`src/inc/opt_pkg.sv`:
```
// constants for the termination mode transition block
// assumes one clock that stands for the device clock CK
package opt_pkg;
	// ---------------------------------------------------------------
	// clock and analog delay figures
	// ---------------------------------------------------------------
	localparam int unsigned CLK_PERIOD_PS = 20000;
	localparam int unsigned T_ASYNC_MIN_PS = 2000;
	localparam int unsigned T_ASYNC_MAX_PS = 8500;
	localparam int unsigned T_RFC_PS = 260000;
	localparam int unsigned T_XPDLL_PS = 24000;
	// least times round up, longest round down, never below one cycle
	localparam int unsigned ASYNC_MIN_CYC = (T_ASYNC_MIN_PS + CLK_PERIOD_PS - 1) / CLK_PERIOD_PS;
	localparam int unsigned ASYNC_MAX_RAW = T_ASYNC_MAX_PS / CLK_PERIOD_PS;
	localparam int unsigned ASYNC_MAX_CYC = (ASYNC_MAX_RAW < 1) ? 1 : ASYNC_MAX_RAW;
	localparam int unsigned RFC_CYC = (T_RFC_PS + CLK_PERIOD_PS - 1) / CLK_PERIOD_PS;
	localparam int unsigned XPDLL_CYC = (T_XPDLL_PS + CLK_PERIOD_PS - 1) / CLK_PERIOD_PS;
	// ---------------------------------------------------------------
	// latency arithmetic
	// ---------------------------------------------------------------
	localparam int unsigned ODTL_SUB = 2;
	localparam int unsigned TANPD_OVER_ODTL = 1;
	localparam int unsigned LAT_W = 4;
	localparam int unsigned CNT_W = 8;
	localparam int unsigned ODT_PIPE_DEPTH = 32;
	// termination path mode
	typedef enum logic [1:0] {
		OPT_SYNC = 2'b00,
		OPT_ASYNC = 2'b01,
		OPT_TRANS = 2'b10
	} opt_mode_t;
endpackage : opt_pkg

```
`src/design/opt_odt_transition.sv`:
```
// termination mode control around precharge power-down with dll off
// assumes cke and odt arrive from pins, refresh strobe from the command decoder on clk
`timescale 1ns/10ps
module opt_odt_transition
	import opt_pkg::*;
(
	input wire logic clk_sys_i,
	input wire logic rst_b_i,
	input wire logic cke_i,
	input wire logic odt_i,
	input wire logic refresh_cmd_i,
	input wire logic dll_off_in_pd_i,
	input wire logic [LAT_W-1:0] cwl_i,
	input wire logic [LAT_W-1:0] al_i,
	output logic rtt_on_o,
	output logic entry_window_o,
	output logic exit_window_o,
	output logic rtt_uncertain_o,
	output logic [1:0] mode_o,
	output logic [CNT_W-1:0] tanpd_cyc_o,
	output logic [CNT_W-1:0] rtt_chg_min_cyc_o,
	output logic [CNT_W-1:0] rtt_chg_max_cyc_o
);
	// ---------------------------------------------------------------
	// pin synchronisers
	// ---------------------------------------------------------------
	logic cke_m_q, cke_s_q, cke_p_q;
	logic odt_m_q, odt_s_q;
	always_ff @(posedge clk_sys_i or negedge rst_b_i) begin
		if (!rst_b_i) begin
			cke_m_q <= 1'b1;
			cke_s_q <= 1'b1;
			cke_p_q <= 1'b1;
			odt_m_q <= 1'b0;
			odt_s_q <= 1'b0;
		end else begin
			cke_m_q <= cke_i;
			cke_s_q <= cke_m_q;
			cke_p_q <= cke_s_q;
			odt_m_q <= odt_i;
			odt_s_q <= odt_m_q;
		end
	end
	wire cke_fall = cke_p_q & ~cke_s_q;
	wire cke_rise = ~cke_p_q & cke_s_q;

	// ---------------------------------------------------------------
	// latency arithmetic
	// ---------------------------------------------------------------
	wire [CNT_W-1:0] wl = CNT_W'(cwl_i) + CNT_W'(al_i);
	// additive latency lengthens both odtl and tANPD
	wire [CNT_W-1:0] odtl = (wl > CNT_W'(ODTL_SUB)) ? wl - CNT_W'(ODTL_SUB) : '0;
	wire [CNT_W-1:0] tanpd = odtl + CNT_W'(TANPD_OVER_ODTL);
	wire [CNT_W-1:0] exit_len = tanpd + CNT_W'(XPDLL_CYC);
	wire [CNT_W-1:0] chg_min = (CNT_W'(ASYNC_MIN_CYC) < odtl) ? CNT_W'(ASYNC_MIN_CYC) : odtl;
	// sync max adds one cycle to cover the tAON/tAOF spread
	wire [CNT_W-1:0] sync_max = odtl + 8'h01;
	wire [CNT_W-1:0] chg_max = (CNT_W'(ASYNC_MAX_CYC) > sync_max) ? CNT_W'(ASYNC_MAX_CYC) : sync_max;

	// ---------------------------------------------------------------
	// refresh in progress
	// ---------------------------------------------------------------
	logic [CNT_W-1:0] rfc_left_q;
	always_ff @(posedge clk_sys_i or negedge rst_b_i) begin
		if (!rst_b_i) begin
			rfc_left_q <= '0;
		end else if (refresh_cmd_i) begin
			rfc_left_q <= CNT_W'(RFC_CYC);
		end else if (rfc_left_q != '0) begin
			rfc_left_q <= rfc_left_q - 8'h01;
		end
	end

	// ---------------------------------------------------------------
	// window tracking
	// ---------------------------------------------------------------
	// windows are judged on a timeline lagging by tANPD, so the look-back
	// before the cke edge becomes a count after it
	logic [CNT_W-1:0] fall_cnt_q, rise_cnt_q, ext_q;
	logic fall_seen_q, rise_seen_q;
	wire fall_sat = (fall_cnt_q == '1);
	wire rise_sat = (rise_cnt_q == '1);
	always_ff @(posedge clk_sys_i or negedge rst_b_i) begin
		if (!rst_b_i) begin
			fall_cnt_q <= '0;
			rise_cnt_q <= '0;
			ext_q <= '0;
			fall_seen_q <= 1'b0;
			rise_seen_q <= 1'b0;
		end else begin
			if (cke_fall) begin
				fall_cnt_q <= '0;
				fall_seen_q <= 1'b1;
				ext_q <= rfc_left_q;
			end else if (!fall_sat) begin
				fall_cnt_q <= fall_cnt_q + 8'h01;
			end
			if (cke_rise) begin
				rise_cnt_q <= '0;
				rise_seen_q <= 1'b1;
			end else if (!rise_sat) begin
				rise_cnt_q <= rise_cnt_q + 8'h01;
			end
		end
	end
	wire entry_len_gt = (ext_q > tanpd);
	wire [CNT_W-1:0] entry_len = entry_len_gt ? ext_q : tanpd;
	wire entry_act = dll_off_in_pd_i & fall_seen_q & (fall_cnt_q < entry_len);
	wire exit_act = dll_off_in_pd_i & rise_seen_q & (rise_cnt_q < exit_len);
	// overlapping intervals form one span, so short pulses merge on their own
	wire trans_act = entry_act | exit_act;
	wire pd_async = dll_off_in_pd_i & ~cke_s_q;

	// ---------------------------------------------------------------
	// termination path
	// ---------------------------------------------------------------
	logic [ODT_PIPE_DEPTH-1:0] odt_hist;
	opt_odt_delay #(
		.DEPTH(ODT_PIPE_DEPTH)
	) u_delay (
		.clk_sys_i(clk_sys_i),
		.rst_b_i(rst_b_i),
		.odt_i(odt_s_q),
		.hist_o(odt_hist)
	);
	// taps beyond the line read the last one; odtl of zero reads the sampled pin
	wire [CNT_W-1:0] tap_idx = (odtl > CNT_W'(ODT_PIPE_DEPTH)) ? CNT_W'(ODT_PIPE_DEPTH) : odtl;
	wire odt_sync_val = (tap_idx == '0) ? odt_s_q : odt_hist[tap_idx[4:0] - 5'h01];
	wire odt_async_val = odt_s_q;
	opt_mode_t mode_d;
	assign mode_d = trans_act ? OPT_TRANS : (pd_async ? OPT_ASYNC : OPT_SYNC);
	// inside a window async wins: termination already follows the pin
	wire rtt_d = (mode_d == OPT_SYNC) ? odt_sync_val : odt_async_val;

	// ---------------------------------------------------------------
	// output registers
	// ---------------------------------------------------------------
	logic rtt_q, entry_q, exit_q, unc_q;
	logic [1:0] mode_q;
	logic [CNT_W-1:0] tanpd_q, min_q, max_q;
	logic odt_prev_q;
	always_ff @(posedge clk_sys_i or negedge rst_b_i) begin
		if (!rst_b_i) begin
			rtt_q <= 1'b0;
			entry_q <= 1'b0;
			exit_q <= 1'b0;
			unc_q <= 1'b0;
			mode_q <= OPT_SYNC;
			tanpd_q <= '0;
			min_q <= '0;
			max_q <= '0;
			odt_prev_q <= 1'b0;
		end else begin
			rtt_q <= rtt_d;
			entry_q <= entry_act;
			exit_q <= exit_act;
			unc_q <= trans_act;
			mode_q <= mode_d;
			tanpd_q <= tanpd;
			min_q <= chg_min;
			max_q <= chg_max;
			odt_prev_q <= odt_s_q;
		end
	end
	assign rtt_on_o = rtt_q;
	assign entry_window_o = entry_q;
	assign exit_window_o = exit_q;
	assign rtt_uncertain_o = unc_q;
	assign mode_o = mode_q;
	assign tanpd_cyc_o = tanpd_q;
	assign rtt_chg_min_cyc_o = min_q;
	assign rtt_chg_max_cyc_o = max_q;
endmodule : opt_odt_transition

```
`src/design/opt_odt_delay.sv`:
```
// sampled odt history line, one tap per clock of latency
// assumes its input is already in the clock domain
`timescale 1ns/10ps
module opt_odt_delay
	import opt_pkg::*;
#(
	parameter int unsigned DEPTH = ODT_PIPE_DEPTH
) (
	input wire logic clk_sys_i,
	input wire logic rst_b_i,
	input wire logic odt_i,
	output logic [DEPTH-1:0] hist_o
);
	logic [DEPTH-1:0] hist_q;
	assign hist_o = hist_q;
	always_ff @(posedge clk_sys_i or negedge rst_b_i) begin
		if (!rst_b_i) begin
			hist_q[0] <= 1'b0;
		end else begin
			hist_q[0] <= odt_i;
		end
	end
	genvar gi;
	generate
		for (gi = 1; gi < DEPTH; gi++) begin : g_tap
			always_ff @(posedge clk_sys_i or negedge rst_b_i) begin
				if (!rst_b_i) begin
					hist_q[gi] <= 1'b0;
				end else begin
					hist_q[gi] <= hist_q[gi-1];
				end
			end
		end
	endgenerate
endmodule : opt_odt_delay

```
`config.mk`:
```
export PLATFORM = sky130hd
export DESIGN_NAME = opt_odt_transition
export DESIGN_NICKNAME = d
export VERILOG_FILES = /design/src/inc/opt_pkg.sv /design/src/design/opt_odt_transition.sv /design/src/design/opt_odt_delay.sv
export SDC_FILE = /design/constraint.sdc
export NUM_CORES = 1
export LEC_CHECK = 0
export ABC_AREA = 0
export BUFFER_PORTS_ARGS = -buffer_cell sky130_fd_sc_hd__buf_2
export CAP_MARGIN = 20
export CORE_MARGIN = 5
export CORE_UTILIZATION = 40
export DETAILED_ROUTE_END_ITERATION = 8
export PLACE_DENSITY_LB_ADDON = 0.1
export SLEW_MARGIN = 10
export SYNTH_ARGS = -nofsm -noshare
export SYNTH_HDL_FRONTEND = slang
export SYNTH_SLANG_ARGS = --single-unit
```
`constraint.sdc`:
```
create_clock -name clk_sys_i -period 3.8 [get_ports clk_sys_i]
set_input_delay 0.95 -clock clk_sys_i [delete_from_list [all_inputs] [get_ports clk_sys_i]]
set_output_delay 0.95 -clock clk_sys_i [all_outputs]
set_load 0.05 [all_outputs]
```
==> impl_metrics.json <==
{
  "outcome": "finished with violations",
  "violations": "negative setup slack",
  "synthCells": 416,
  "hold_buffers": 0,
  "clk_latency_ns": 0.34,
  "dr.pass1.iters": 4,
  "dpl.hpwl_um": 7540,
  "grt_first_pass_wirelength_um": 17820,
  "ys_warn_count": 0,
  "grt_max_degree": 62,
  "avgSynthCellArea_um2": 11.36,
  "max-slew-margin-rel_pct": 45.20,
  "antenna_found_initial": 0,
  "nets": 579,
  "routedWlPerCell_um": 15.33,
  "rsz0062_at_grt": "true",
  "drive_above_1_share_pct": 34.26,
  "hold_path.startpoint": "odt_m_q$_DFF_PN0_",
  "p_per_area_nw_per_um2": 618.2,
  "finalWirelength_um": 10420,
  "fillers": 1023,
  "ys_seq_area_share_pct": 51.96,
  "clk_pin_slew_ns": 0.07,
  "hold_violations": 0,
  "die_w_um": 118.7,
  "ir_worst_vdd_v": 0.0002318,
  "worst_slack_ns": -1.540,
  "critPathKind": "in -> reg",
  "first_global_vias": 3481,
  "finalSetupViolations": 5,
  "grt.overflow.total": 0,
  "cts_tree": "done",
  "p_leak_nw": 2.973,
  "port-buffer-count": 43,
  "fp-row-count": 39,
  "clockBufferDepth": 2,
  "crit_required_ns": 4.07,
  "final_common_cell": "dfrtp_1",
  "h-tree-depth": 3,
  "min_path_type": "reg -> reg",
  "cp.arrival_ns": 5.61,
  "synth_top_area_share_pct": 50.29,
  "multiInputGateArea_um2": 2364,
  "core_region_area_um2": 11520,
  "max_freq_ghz": 0.1873,
  "yosys.area.top_type": "dfrtp_1",
  "final_cells": 680,
  "dominantRegCellSynth": "dfrtp_1",
  "route.detailed.drc": 0,
  "cap_violations": 0,
  "endpoint_kind": "flop",
  "place_ws_ns": -2.050,
  "cts_root_buffer": "clkbuf_16",
  "design.die.area_um2": 14090,
  "drt_iter0_drc": 185,
  "tightest_slew_ns": 0.8203,
  "fin_skew_ns": 0.006454,
  "fin_crit_ns": 5.340,
  "maxSlewViolCount": 0,
  "syn_to_final_growth_pct": 31.42,
  "diodes": 0,
  "fin_crit_sh_pct": 140.5,
  "layout_common_cells": "dfrtp_1 (95), buf_4 (60), buf_2 (40)",
  "synth_area_um2": 4727,
  "synth_edf_count": 0,
  "dp_cells": 648,
  "synth_area_leaders": "dfrtp_1 (50%), ha_1 (8.5%), mux4_2 (4.3%), nor2_1 (2.8%), nand2_1 (2.6%)",
  "startpoint": "cwl_i[0]",
  "vias": 3444,
  "synth-seq-cells": 98,
  "start_kind": "input pin",
  "cts_made_buffers": 9,
  "postRouteAntennaNets": 0,
  "path_max_fanout": 3,
  "viasPerCell": 5.065,
  "die_h_um": 118.7,
  "cts_sinks": 98,
  "ios": 44,
  "p_total_w": 0.003840,
  "ys_types": 57,
  "ys_async_sr_fraction_pct": 100.0,
  "start_util_pct": 41.05,
  "seq_area_um2": 2456,
  "gp_congestion": 0.8153,
  "r2r-start": "ext_q[7]$_DFFE_PN0P_",
  "track_usage_pct": 16.02
}
[layer usage]
layer | wire length, um | GRT usage, % | share of wire [%]
met5 | 0 | 0 | 0
met4 | 139 | 3.983 | 1.3
met3 | 559 | 4.967 | 5.4
met2 | 5145 | 26.29 | 49
met1 | 4577 | 20.80 | 44
[final timing paths]
check                           depth (start not counted)  slack [ns]                              to
worst max-delay path                                   25       -1.54              rtt_on_o$_DFF_PN0_
worst min-delay path                                    0        0.35         odt_async_val$_DFF_PN0_
worst max register to register                         14        0.54              rtt_on_o$_DFF_PN0_
worst min register to register                          0        0.35         odt_async_val$_DFF_PN0_
max in group asynchronous                               2        2.30               cke_s_q$_DFF_PN1_
min in group asynchronous                               1        0.68  rtt_chg_min_cyc_o[6]$_DFF_PN0_
[Yosys cell counts, types with 4 or more instances]
library cell	number
xnor2_1	9
clkbuf_1	6
o21ai_0	14
nand2b_1	8
or3_1	4
and2_1	5
dfrtp_1	95
a31oi_1	7
nor3_1	4
and3_1	5
nand4_1	4
nand3_1	16
inv_1	23
a21oi_1	14
mux2i_1	11
nand2_1	33
a21o_1	4
nor2_1	35
mux4_2	9
xor2_1	10
nor2b_1	10
ha_1	32
[timing repair]
item | in CTS | in global routing
gates resized for setup | 27 | 11
setup endpoints to repair | 5 | 5
setup buffers | 10 | 5
gates cloned | 0 | 1
pin swaps | 20 | 8
[through the flow]
stage	setup TNS, ns	util (%)	cell area [um^2]	hold WS, ns
after floorplan	-7.564	-	4823	0.3312
after global placement	-8.618	48.46	5580	0.3355
after detailed placement	-9.178	48.46	5580	0.3363
after CTS	-6.360	53.18	6125	0.3523
after global routing	-7.822	53.94	6212	0.3584
final	-6.797	53.94	6212	0.3494
[report_power, final]
| part | switching (W) | leakage (nW) | total (W) | internal (W) |
|---|---|---|---|---|
| logic | 0.000888 | 1.62 | 0.00158 | 0.000691 |
| clock network | 0.000400 | 0.165 | 0.00100 | 0.000603 |
| registers | 0.0000863 | 1.19 | 0.00126 | 0.00117 |
| total | 0.00137 | 2.97 | 0.00384 | 0.00247 |
[critical path, cell delays in order]
cell and delay (ns):
buf_6 0.10, ha_4 0.15, fa_2 0.39, a21o_1 0.22, a2111oi_4 0.33, a21boi_4 0.28
nor2b_2 0.07, ha_2 0.20, nand3_2 0.09, xor2_2 0.17, inv_2 0.07, ha_4 0.22
and4b_1 0.17, o211a_1 0.10, a211o_1 0.27, a221oi_4 0.37, buf_4 0.18, mux2i_1 0.21
ha_1 0.28, nand4_1 0.13, a21oi_2 0.05, nor3_1 0.16, nand2_1 0.11, o21ai_2 0.13
mux2i_1 0.20
[cells by family (layout without fill, tap and decap cells)]
group                    after synthesis  count (layout)  share of synthesized area [%]
flip-flops                            98              98                          51.96
XOR/XNOR                              22              22                          4.553
adder cells (fa/ha/maj)               33              33                          8.894
multiplexers                          20              20                          6.617
AO/OA/AOI/OAI                         62              62                          8.867
buffers and inverters                 35             151                          3.044
other                                  1               5                        0.07933
AND/OR/NAND/NOR                      145             146                          15.99
[cell type report]
type,count,area share [%]
clock buffers,10,3.847
clock inverters,6,1.511
inverters,23,1.390
multi-input cells,288,38.05
flip-flops and latches,98,39.54
well taps,143,2.880
repair buffers,112,12.79
[sequential cells by signal, indices dropped and copies added (netlist names), 2 cells and up]
signal / flops
u_delay.hist_o: 32
ext_q: 8
fall_cnt_q: 8
rfc_left_q: 8
rise_cnt_q: 8
rtt_chg_max_cyc_o: 8
tanpd_cyc_o: 8
rtt_chg_min_cyc_o: 6
mode_o: 2
Power figures use the tool's default switching activity.
